[config.mk]
export PLATFORM = sky130hd
export DESIGN_NAME = pdm_ctrl
export DESIGN_NICKNAME = d
export VERILOG_FILES = /design/src/pdm_pkg.sv /design/src/pdm_ctrl.sv
export SDC_FILE = /design/constraint.sdc
export NUM_CORES = 1
export LEC_CHECK = 0
export CORE_AREA = 2 2 93 95
export CTS_BUF_LIST = sky130_fd_sc_hd__clkbuf_2 sky130_fd_sc_hd__clkbuf_4 sky130_fd_sc_hd__clkbuf_8
export DETAILED_ROUTE_END_ITERATION = 12
export DIE_AREA = 0 0 95 97
export DONT_BUFFER_PORTS = 1
export GPL_TIMING_DRIVEN = 0
export SYNTH_ARGS = -nofsm -noshare
export SYNTH_HDL_FRONTEND = slang
export SYNTH_SLANG_ARGS = --single-unit
[constraint.sdc]
create_clock -name core_clk -period 4.6 [get_ports core_clk]
set_clock_uncertainty 0.15 [all_clocks]
set_input_delay 0.92 -clock core_clk [delete_from_list [all_inputs] [get_ports core_clk]]
set_output_delay 0.92 -clock core_clk [all_outputs]
set_load 0.02 [all_outputs]
[src/pdm_pkg.sv]
package pdm_pkg;

   // ----------------------------------------------------------------
   // register bus and map
   // ----------------------------------------------------------------
   localparam int          ADDR_W         = 4;
   localparam int          DATA_W         = 16;
   localparam logic [3:0]  OFS_HALT       = 4'h0;
   localparam logic [3:0]  OFS_CLK_CTRL   = 4'h1;
   localparam logic [3:0]  OFS_HW_STANDBY_PIN_CTRL  = 4'h2;
   localparam logic [3:0]  OFS_STATUS     = 4'h3;
   localparam logic [15:0] ZERO_WORD      = 16'h0000;

   // ----------------------------------------------------------------
   // module halt register fields
   // ----------------------------------------------------------------
   localparam logic [15:0] HALT_RESET     = 16'h3FFF;
   localparam logic [15:0] HALT_USED      = 16'hFEE0;
   localparam logic [15:0] HALT_VOLATILE  = 16'h02E0;
   localparam logic [15:0] HALT_ALL_OFF   = 16'h0000;
   localparam int          BIT_DMA        = 15;
   localparam int          BIT_XFER       = 14;

   // ----------------------------------------------------------------
   // clock divider and standby select
   // ----------------------------------------------------------------
   localparam int          DIV_W          = 3;
   localparam int          CNT_W          = 5;
   localparam int          LEN_W          = 7;
   localparam logic [2:0]  DIV_FULL       = 3'h0;
   localparam logic [2:0]  DIV_MAX        = 3'h5;
   localparam int          HW_STANDBY_PIN_SEL_BIT   = 7;
   localparam logic [LEN_W-1:0] MEM_MASTER_STATES = 7'h01;
   localparam logic [LEN_W-1:0] IO_MASTER_STATES  = 7'h02;
   localparam logic [CNT_W-1:0] CNT_ZERO  = 5'h00;
   localparam logic [CNT_W-1:0] CNT_ONE   = 5'h01;

   typedef enum logic [1:0] {
      PDM_RUN    = 2'b00,
      PDM_SLEEP  = 2'b01,
      PDM_SWSTBY = 2'b10,
      PDM_HWSTBY = 2'b11
   } pdm_mode_t;

   typedef struct packed {
      logic [ADDR_W-1:0] addr;
      logic [DATA_W-1:0] wrData;
      logic              wr;
      logic              rd;
   } pdm_reg_req_t;

   typedef struct packed {
      logic irqPending;
      logic irqDisabled;
      logic nonNmiMasked;
      logic nmiPending;
      logic extIrq;
   } pdm_wake_t;

   typedef struct packed {
      logic [15:0]      halt;
      logic [15:0]      appliedHalt;
      logic [DIV_W-1:0] divReq;
      logic [DIV_W-1:0] divAct;
      logic             stbySel;
      pdm_mode_t        mode;
      logic [CNT_W-1:0] divCnt;
      logic [15:0]      rdData;
      logic [2:0]       pinSync;
      logic             hwStbyLvl;
   } pdm_state_t;

   localparam pdm_state_t PDM_STATE_RESET = '{
      halt: HALT_RESET, appliedHalt: HALT_RESET, divReq: DIV_FULL, divAct: DIV_FULL,
      stbySel: 1'b0, mode: PDM_RUN, divCnt: CNT_ZERO, rdData: ZERO_WORD,
      pinSync: 3'h7, hwStbyLvl: 1'b1};

endpackage : pdm_pkg

[src/pdm_ctrl.sv]
// Operation
// halt register resets to 3FFF on reset and hardware standby; kept in software standby.
// halt bit zero runs the module, one stops it.
// non-zero divider enters medium speed at end of current bus cycle.
// bus masters use divided clock in medium speed; other modules stay on full clock.
// at divide-by-four, memory access lasts four clocks, register access eight.
// divider all zero returns to full speed at end of bus cycle.
// sleep with select zero halts CPU only; modules keep running.
// wake from sleep or software standby restores previous divider setting.
// pin reset or watchdog reset cancels medium speed.
// hardware standby pin low enters hardware standby from any mode.
// sleep ends on interrupt unless disabled or non-NMI interrupts masked.
// halt bit set stops module at end of bus cycle; CPU continues.
// halt bit cleared restarts module at end of bus cycle.
// stopped modules keep state except serial channels and A/D converter.
// after reset all gated modules stop except DMA and transfer controller.
// register access to a stopped module is blocked.
// software must not sleep with halt register FFFF or EFFF.
// bits 15..9 and 7..5 map to the listed modules.
// bits 8 and 4..0 are plain storage without effect.
// DMA and transfer controller halt bits refuse setting while active.
// software disables module interrupts before halting it.
// only the CPU writes the halt register.
// divider 000 full speed; 001..101 divide by 2, 4, 8, 16, 32.
// standby select zero makes sleep, one makes software standby.
// clock switch and gating wait for the bus controller's end-of-cycle.
`timescale 1ns/1ns
`default_nettype none
module pdm_ctrl
   import pdm_pkg::*;
(
   // clock and reset
   input  wire logic         core_clk,
   input  wire logic         rst_n,
   // register port
   input  wire pdm_reg_req_t regReq,
   output logic [15:0]       regRdData,
   // system events
   input  wire logic         hwStandbyPinN,
   input  wire logic         wdtReset,
   input  wire logic         busCycleEnd,
   input  wire logic         sleepExec,
   input  wire pdm_wake_t    wake,
   input  wire logic         dmaActive,
   input  wire logic         xferActive,
   // module access
   input  wire logic [15:0]  modAccessReq,
   output logic [15:0]       modAccessGrant,
   // clock control
   output logic              masterClkEn,
   output logic              cpuHalt,
   output logic [15:0]       moduleRun,
   output logic [15:0]       moduleStateClear,
   output logic [LEN_W-1:0]  memAccessLen,
   output logic [LEN_W-1:0]  ioAccessLen,
   output logic              wakeException,
   output pdm_mode_t         powerMode
);

   pdm_state_t       state;
   pdm_state_t       next_state;
   logic [CNT_W-1:0] divMask;
   logic             wakeSleep;
   logic             masterRuns;
   logic             hwEvent;

   // ----------------------------------------------------------------
   // combinational decode
   // ----------------------------------------------------------------
   // at divide by 32 the shift wraps to zero, so the mask wraps to all ones
   assign divMask     = CNT_W'((CNT_ONE << state.divAct) - CNT_ONE);
   assign masterRuns  = (state.mode == PDM_RUN) || (state.mode == PDM_SLEEP);
   assign masterClkEn = masterRuns && (state.divCnt == divMask);
   assign wakeSleep   = wake.nmiPending ||
                        (wake.irqPending && !wake.irqDisabled && !wake.nonNmiMasked);
   // acts only on the synchronised pin level, never on the raw pin
   assign hwEvent     = !state.hwStbyLvl;
   assign wakeException = (state.mode == PDM_SLEEP && wakeSleep && !hwEvent && !wdtReset) ||
                          (state.mode == PDM_SWSTBY && wake.extIrq && !hwEvent && !wdtReset);
   assign cpuHalt     = (state.mode != PDM_RUN);
   assign powerMode   = state.mode;
   assign regRdData   = state.rdData;
   assign memAccessLen = LEN_W'(MEM_MASTER_STATES << state.divAct);
   assign ioAccessLen  = LEN_W'(IO_MASTER_STATES << state.divAct);

   // ----------------------------------------------------------------
   // per-module gating
   // ----------------------------------------------------------------
   genvar gi;
   generate
      for (gi = 0; gi < 16; gi++) begin : g_mod
         if (HALT_USED[gi]) begin : g_used
            // zero runs, one stops; standby stops everything
            assign moduleRun[gi]        = masterRuns && !state.appliedHalt[gi];
            assign moduleStateClear[gi] = HALT_VOLATILE[gi] && state.appliedHalt[gi];
            assign modAccessGrant[gi]   = modAccessReq[gi] && masterRuns && !state.appliedHalt[gi];
         end else begin : g_spare
            assign moduleRun[gi]        = 1'b0;
            assign moduleStateClear[gi] = 1'b0;
            assign modAccessGrant[gi]   = 1'b0;
         end
      end
   endgenerate

   // ----------------------------------------------------------------
   // next state
   // ----------------------------------------------------------------
   always_comb begin
      next_state = state;

      // pin synchroniser: only the second and third stage are compared
      next_state.pinSync = {state.pinSync[1:0], hwStandbyPinN};
      if (state.pinSync[1] == state.pinSync[2]) begin
         next_state.hwStbyLvl = state.pinSync[2];
      end

      // read data stands in the cycle after the strobe
      next_state.rdData = ZERO_WORD;
      if (regReq.rd) begin
         if (regReq.addr == OFS_HALT) begin
            next_state.rdData = state.halt;
         end else if (regReq.addr == OFS_CLK_CTRL) begin
            next_state.rdData = {13'h0000, state.divReq};
         end else if (regReq.addr == OFS_HW_STANDBY_PIN_CTRL) begin
            next_state.rdData = {8'h00, state.stbySel, 7'h00};
         end else if (regReq.addr == OFS_STATUS) begin
            next_state.rdData = {11'h000, state.divAct, state.mode};
         end else begin
            next_state.rdData = ZERO_WORD;
         end
      end

      // register writes
      if (regReq.wr) begin
         if (regReq.addr == OFS_HALT) begin
            next_state.halt = regReq.wrData;
            // a busy dma or transfer unit keeps its stop bit clear
            if (dmaActive && !state.halt[BIT_DMA]) begin
               next_state.halt[BIT_DMA] = 1'b0;
            end
            if (xferActive && !state.halt[BIT_XFER]) begin
               next_state.halt[BIT_XFER] = 1'b0;
            end
         end else if (regReq.addr == OFS_CLK_CTRL) begin
            if (regReq.wrData[DIV_W-1:0] <= DIV_MAX) begin
               next_state.divReq = regReq.wrData[DIV_W-1:0];
            end
         end else if (regReq.addr == OFS_HW_STANDBY_PIN_CTRL) begin
            next_state.stbySel = regReq.wrData[HW_STANDBY_PIN_SEL_BIT];
         end
      end

      // divider and gating follow the end of the bus cycle
      if (busCycleEnd) begin
         next_state.divAct      = state.divReq;
         next_state.appliedHalt = state.halt;
      end

      // divided bus-master clock
      if (next_state.divAct != state.divAct || state.divCnt == divMask) begin
         next_state.divCnt = CNT_ZERO;
      end else begin
         next_state.divCnt = CNT_W'(state.divCnt + CNT_ONE);
      end

      // power mode sequencing
      case (state.mode)
         PDM_RUN: begin
            if (sleepExec) begin
               next_state.mode = state.stbySel ? PDM_SWSTBY : PDM_SLEEP;
            end
         end
         PDM_SLEEP: begin
            if (wakeSleep) begin
               next_state.mode = PDM_RUN;
            end
         end
         PDM_SWSTBY: begin
            if (wake.extIrq) begin
               next_state.mode = PDM_RUN;
            end
         end
         PDM_HWSTBY: begin
            if (state.hwStbyLvl) begin
               next_state.mode = PDM_RUN;
            end
         end
         default: begin
            next_state.mode = PDM_RUN;
         end
      endcase

      // watchdog reset and hardware standby reload the controls
      if (wdtReset || hwEvent) begin
         next_state.halt        = HALT_RESET;
         next_state.appliedHalt = HALT_RESET;
         next_state.divReq      = DIV_FULL;
         next_state.divAct      = DIV_FULL;
         next_state.stbySel     = 1'b0;
         next_state.divCnt      = CNT_ZERO;
         next_state.mode        = hwEvent ? PDM_HWSTBY : PDM_RUN;
      end
   end

   // ----------------------------------------------------------------
   // state register
   // ----------------------------------------------------------------
   always_ff @(posedge core_clk or negedge rst_n) begin
      if (!rst_n) begin
         state <= PDM_STATE_RESET;
      end else begin
         state <= next_state;
      end
   end
endmodule : pdm_ctrl
`default_nettype wire

==> results of run 1 <==
registers in the layout, indices dropped and copies added (netlist names):
name / cells
moduleStateClear: 4
next_state: 2
powerMode: 2
regRdData: 16
state: 36
synthesized netlist by cell type (4+ instances only):
library cell               instances
sky130_fd_sc_hd__dfrtp_1          34
sky130_fd_sc_hd__xor2_1            7
sky130_fd_sc_hd__a211oi_1          4
sky130_fd_sc_hd__o221a_2           4
sky130_fd_sc_hd__mux2i_1          14
sky130_fd_sc_hd__and2_1           11
sky130_fd_sc_hd__nor2_1           29
sky130_fd_sc_hd__nand2_1          53
sky130_fd_sc_hd__a21oi_1           6
sky130_fd_sc_hd__buf_2             4
sky130_fd_sc_hd__dfstp_2          26
sky130_fd_sc_hd__and3_1           10
sky130_fd_sc_hd__buf_4            53
sky130_fd_sc_hd__clkbuf_1         12
sky130_fd_sc_hd__nand3_1          21
stage by stage:
step	power, mW	cell area (um^2)	hold slack [ps]
5_1_grt	1.31	3690	90.6
6_report	1.26	3690	114
3_5_place_dp	0.669	3440	199
2_1_floorplan	0.652	3310	195
4_1_cts	1.27	3690	103
3_3_place_gp	0.668	3440	197
path summary, 6_finish.rpt:
kind	to	slack (ps)	cells after the start
worst max register to register	state[22]	1720	7
max in group asynchronous	state[53]	3990	0
worst min register to register	next_state[3]	210	0
min in group core_clk	next_state[3]	210	0
worst min-delay path	regRdData[12]	110	0
worst max-delay path	masterClkEn	400	7
per-layer routing:
layer,up-vias,track usage
met5,-,0
met1,1101,0.202
met2,76,0.250
met3,10,0.0514
li1,1106,-
met4,0,0.0702
critical path, delay by kind of cell, from the launching register on:
family	cells	cell delay, ps
adder cells (fa/ha/maj)	1	240
flip-flops	1	410
AND/OR/NAND/NOR	3	1420
XOR/XNOR	1	170
buffers and inverters	1	260
AO/OA/AOI/OAI	1	280
layout make-up:
| type | count | share of cell area |
|---|---|---|
| clock inverter | 4 | 0.0258 |
| sequential | 60 | 0.415 |
| multi-input combinational | 225 | 0.351 |
| buffer | 70 | 0.126 |
| tap | 105 | 0.0356 |
| clock buffer | 12 | 0.0430 |
| inverter | 3 | 0.00305 |
where the power goes:
| part | switching (mW) | internal, mW |
|---|---|---|
| logic | 0.0729 | 0.0409 |
| registers | 0.00676 | 0.540 |
| clock network | 0.207 | 0.395 |
| total | 0.287 | 0.975 |
cell families (layout without fill, tap and decap cells):
family                     Yosys count  after routing
DFF                                 60             60
AOI/OAI and AO/OA                   26             26
adders and majority gates            3              3
and+or+nand+nor                    146            146
muxes                               15             15
buffers and inverters               73             89
xor gates and xnor gates            10             10
other                                1             25
==> results by stage, run 1 <==
Clock tree:
- The maximum number of buffers from clock root to sink is 2.
- The clock insertion delay at the later pin of the skew report is 340 ps.
- The hold buffer count at CTS is 0.
- The clock transition time at the flip-flop clock pins of the worst setup and hold paths is 70 ps.
- Once the clock tree was built, the resizer swapped 0 gates to a different size.
- The post-CTS setup buffer count is 0.
- In this run the number of H-tree levels came out at 3.
- Buffers inserted during clock tree synthesis total 9.
- In this run the clock root is driven by a sky130_fd_sc_hd__clkbuf_8.
- TritonCTS built the clock tree.
- The clock net in this run drives a total of 60 sinks.

Floorplanning:
- The number of placed I/O pins is 134.
- The die is 95 um wide.
- The height of the die is 97 um.
- The number of core rows is 33.
- The effective utilization at floorplan is 0.395.
- The region available for standard cell placement spans 0.00813 mm^2.
- The floorplan step defined a die boundary enclosing 0.00922 mm^2.

Cells and area:
- The number of antenna repair diodes is 0.
- The number of nets at the end of the flow is 422.
- The area added between synthesis and finish is 14.8%.
- In the layout the commonest cells are 53 x sky130_fd_sc_hd__nand2_1, 53 x sky130_fd_sc_hd__buf_4, 34 x sky130_fd_sc_hd__dfrtp_1.
- The layout filler cell count is 771.
- Summing all multi-input logic gate instances after layout gives 0.00129 mm^2.
- Of the cells placed in the final design, the portion with a size suffix greater than 1 is 0.294.
- The non-filler instance count after layout is 479.
- For this run, the share of the core covered by cells in the final layout is 0.454.
- In the final layout, flip-flops and latches occupy 0.00153 mm^2.

Outcome:
- The flow ran to the end, and the final reports show no timing, DRC or antenna violations.

Logic synthesis:
- In this run the mean area of a mapped cell was 9.63 um^2.
- The count of state elements after synthesis is 60.
- The most used flip-flop cell after synthesis is sky130_fd_sc_hd__dfrtp_1.
- The cell count after synthesis came out at 334.
- By area the synthesized netlist is led by sky130_fd_sc_hd__dfrtp_1 26%, sky130_fd_sc_hd__dfstp_2 21%, sky130_fd_sc_hd__buf_4 12%.
- Counting flops with a built-in enable in the synthesized netlist gives 0.
- The share of the Yosys chip area taken by registers is 0.477.
- The compound-cell area share of the yosys netlist is 0.0657.
- Of the total synthesized cell area, the portion taken by XOR and XNOR cells is 0.0272.
- The adder-cell area share of the yosys netlist is 0.0109.
- The number of distinct library cells after synthesis is 43.
- After synthesis, the largest family of logic cells by area is simple AND/OR/NAND/NOR gates.
- The async set-reset flop share out of synthesis is 1.00.
- The number of warnings printed during yosys synthesis is 0.
- The largest area contributor in the synthesized netlist is sky130_fd_sc_hd__dfrtp_1.
- Of the total synthesized cell area, the portion taken by AND, OR, NAND and NOR gates is 0.222.
- The fraction of post-synthesis cell area in the top cell type by area is 0.264.
- The portion of synthesized area spent on multiplexers is 0.0471.
- The mapped netlist covers 0.00322 mm^2.

Global route:
- For this run, the total global-route usage over all layers was measured as 0.160.
- Entering global routing, the biggest net connects 61 pins.
- The via count of the first global-routing pass was 2,221.
- For this run the aggregate overflow at the end of global routing stands at 0.
- The initial antenna violation count came to 0.
- The global-route wire length before repair is 11,200 um.

STA:
- The actual slew at the worst max-slew pin is 760 ps.
- After layout, the minimum clock period comes to 4200 ps.
- The tightest slew margin relative to the limit is 0.492.
- Setup violations remaining at the end of the flow were counted as 0.
- Dividing the final minimum period by the clock period gives 0.914.
- The final number of max-transition violations came to 0.
- The top achievable clock speed is 238 MHz.
- Setup repair after global routing left no endpoint under its margin.
- The worst path meets setup with 396 ps of slack.
- The number of hold-slack violations in the final timing report is 0.
- The final sum of negative setup slack is 0 ps.

Placed design:
- In this run the tool buffered the top-level ports with 0 buffer cells.
- The number of placed instances, taps included, is 463.
- Timing analysis after detailed placement gives a worst setup slack of 758 ps.
- The placer congestion estimate is 0.794.
- The half-perimeter wire length after placement is 5140 um.

Job:
- The max-capacitance violation count is 0.

Worst setup path:
- The slowest cell on the critical path is sky130_fd_sc_hd__or4b_1.
- In this design, the stage delay of the slowest critical-path cell is 560 ps.
- The critical path starts at state[30].
- STA classifies the critical path endpoint as a primary output.
- At the worst endpoint, the arrival time is 3130 ps.
- The signal on the critical path passes through clkbuf_1 -> or3b_2 -> ha_1 -> xor2_1 -> or4b_1 -> a31oi_4 -> and3b_1.
- The worst register-to-register path begins at state[30].
- The classification of the worst setup path is reg -> out.
- The startpoint type of the worst setup path is a flop.
- In this run the worst path has a maximum fanout of 10.
- The endpoint required time on the critical path is 3530 ps.

Pwr:
- In this run the power density over the cells is 342 mW/mm^2.
- VDD sags by at most 0.141 mV.
- The leakage power figure is 1.83 nW.

Routing:
- For this block, wires on met1 add up to 3100 um.
- The detailed route wirelength on metal3 is 554 um.
- After detailed routing, the average wire length per cell comes to 15.0 um.
- In this run, the number of DRC markers left after iteration 0 of detailed routing was 140.
- The highest metal layer carrying signal wires in the routed design is met4.
- The length of routed met2 wiring is 3420 um.
- In the routed design, unresolved DRC markers number 0.
- The final route contains 2,293 vias.
- The detail route stage leaves a number of antenna-violating nets equal to 0.
- After detailed routing, the number of vias per cell comes to 4.79.
- The final layout contains routed wiring with a total length of 7190 um.
- The length of the first detailed-routing pass in iterations is 4.

Worst hold path:
- The type of the most critical hold path is in -> async.
Note: power is estimated with default switching activity, not from simulation.
==> run 2, diff against run 1 <==
- PLACE_DENSITY: not set -> 0.51
==> results by stage, run 2 (synthesized netlist as in run 1, its figures left out) <==
Clock tree:
- The number of CTS-inserted buffers came to 9 (unchanged).
- The clock tree from TritonCTS is done (unchanged).
- The maximum number of buffers from clock root to sink came to 2 (unchanged).
- The clock insertion delay at the later pin of the skew report is 330 ps (was 340 ps).
- The clock transition time at the flip-flop clock pins of the worst setup and hold paths came to 70 ps (about the same).
- The hold buffer count at CTS is 0 (unchanged).
- The root buffer cell is sky130_fd_sc_hd__clkbuf_8 (unchanged).
- The clock sink count is 60 (unchanged).
- The number of instances resized during post-cts repair is 0 (unchanged).
- The number of levels the H-tree was split into is 3 (unchanged).
- The post-CTS setup buffer count is 0 (unchanged).

Pwr:
- The worst vdd rail ir drop is 0.121 mV (was 0.141 mV).
- The post-layout total power came to 1.18 mW (was 1.26 mW).
- The power density of the placed cells came to 322 mW/mm^2 (was 342 mW/mm^2).
- The leakage power figure was 1.82 nW (was 1.83 nW).

Global route:
- The residual overflow from global routing is 0 (unchanged).
- The maximum number of pins on one net before global-route repair is 61 (unchanged).
- The total global-route track usage is 0.164 (was 0.160).
- The busiest layer in global routing is met2 (unchanged).
- The global-route wire length before repair is 11,400 um (was 11,200 um).
- The via count of the first global-routing pass was 2,201 (was 2,221).
- The global-route track usage on met1 was 0.221 (was 0.202).
- The initial antenna violation count is 1 (was 0).
- The met2 track demand over resource in global routing is 0.251 (was 0.250).
- The met3 track utilization from global routing is 0.0350 (was 0.0514).

Cells and area:
- The register name with the most flops is state (unchanged).
- The number of flip-flops under the largest register name is 36 (unchanged).
- The share of layout cells above drive strength 1 is 0.294 (unchanged).
- The layout filler cell count came to 795 (was 771).
- Commonest cells after routing, fill and taps aside: 53 x sky130_fd_sc_hd__nand2_1, 53 x sky130_fd_sc_hd__buf_4, 34 x sky130_fd_sc_hd__dfrtp_1 (unchanged).
- The area added between synthesis and finish came to 13.5% (was 14.8%).
- The number of nets at the end of the flow is 422 (unchanged).

Worst setup path:
- The logic depth of the worst register-to-register path is 7 (unchanged).
- The startpoint type of the worst setup path is a flop (unchanged).
- The endpoint required time on the critical path came to 3530 ps (about the same).
- Crit path cell chain: clkbuf_1 -> or3b_2 -> ha_1 -> xor2_1 -> or4b_1 -> a31oi_4 -> and3b_1 (unchanged).
- The arrival time at the worst endpoint is 3180 ps (was 3130 ps).
- The maximum fanout encountered on the critical timing path is 10 (unchanged).
- The setup slack of the most critical reg-to-reg path is 1670 ps (was 1720 ps).
- The classification of the worst setup path was reg -> out (unchanged).
- The cell class contributing the biggest share of worst-path delay is simple AND/OR/NAND/NOR gates (unchanged).
- The depth of the critical timing path with buffers and inverters included is 7 (unchanged).
- The nature of the critical path endpoint is a primary output (unchanged).
- The slowest cell on the critical path is sky130_fd_sc_hd__or4b_1 (unchanged).
- The launch instance of the worst register-to-register path is state[28] (was state[30]).
- The worst path buffer plus inverter count is 1 (unchanged).
- The endpoint of the lowest-slack register-to-register path is state[23] (was state[22]).
- The longest individual stage delay on the worst path was 560 ps (about the same).

Floorplanning:
- The floorplan die area is 0.00922 mm^2 (unchanged).
- The height of the die is 97 um (unchanged).
- The number of core rows is 33 (unchanged).
- The number of placed I/O pins was 134 (unchanged).
- The effective utilization at floorplan came to 0.395 (unchanged).
- The area of the core is 0.00813 mm^2 (unchanged).
- The horizontal die dimension is 95 um (unchanged).

STA:
- The actual slew at the worst max-slew pin came to 782 ps (was 760 ps).
- The final period demand of the worst path is 4250 ps (was 4200 ps).
- The tightest slew margin relative to the limit is 0.477 (was 0.492).
- The final number of max-transition violations was 0 (unchanged).
- The number of setup violations in the final report is 0 (unchanged).
- The number of hold-slack violations in the final timing report is 0 (unchanged).
- Setup repair after global routing missed its margin: false (unchanged).
- The final sum of negative setup slack is 0 ps (unchanged).
- The period utilization is 0.924 (was 0.914).
- The top achievable clock speed came to 235 MHz (was 238 MHz).

Placed design:
- The port buffer count is 0 (unchanged).
- The placer congestion estimate is 0.726 (was 0.794).
- The half-perimeter wire length after placement is 5260 um (was 5140 um).

Worst hold path:
- The type of the most critical hold path is in -> async (unchanged).

Job:
- The max-capacitance violation count is 0 (unchanged).

Routing:
- The remaining design rule violation count is 0 (unchanged).
- The initial DRC count is 84 (was 140).
- The average detailed-routed wire length per instance came to 15.4 um (was 15.0 um).
- The number of routed nets with antenna violations is 0 (unchanged).
- The ratio of routed vias to standard cells is 4.77 (was 4.79).
- The length of the first detailed-routing pass in iterations is 4 (unchanged).
- The routed wire length is 7370 um (was 7190 um).
- The total via count after detailed routing was 2,288 (was 2,293).

Outcome:
- Run status: completed (unchanged).
==> run 2: cell type report <==
class                   count  area, um^2  area share
flip-flops and latches     60        1530       0.420
clock inverters             6        80.1      0.0219
plain buffers              70         467       0.128
clock buffers              10         131      0.0360
inverters                   3        11.3     0.00308
well taps                 105         131      0.0360
multi-input cells         225        1290       0.355
diodes                      1        2.50    0.000685
==> run 2: how the worst max path moves through the flow <==
stage	startpoint	to
floorplan	state[30]	masterClkEn
global placement	state[28]	masterClkEn
detailed placement	state[28]	masterClkEn
CTS	state[28]	masterClkEn
global route	state[28]	masterClkEn
finish	state[28]	masterClkEn
==> run 2: layer usage <==
| metal | share of wire | up-vias |
|---|---|---|
| met1 | 0.46 | 1088 |
| met5 | 0 | - |
| met2 | 0.47 | 79 |
| li1 | - | 1112 |
| met3 | 0.058 | 9 |
| met4 | 0.014 | 0 |
==> run 2: per-stage QoR <==
stage          hold WS [ps]  cell area, um^2  utilization  std cells  worst slack, ps
2_1_floorplan           195             3310            -        358              983
3_3_place_gp            197             3440        0.423        463              746
3_5_place_dp            202             3440        0.423        463              698
4_1_cts                 101             3650        0.449        479              325
5_1_grt                99.9             3650        0.449        480              188
6_report                126             3650        0.449        480              351
==> run 2: where the power goes <==
part	internal [mW]	switching, mW	leakage, nW	total [mW]
Clock	0.307	0.207	0.113	0.514
Combinational	0.0409	0.0741	0.960	0.115
Sequential	0.539	0.00683	0.741	0.546
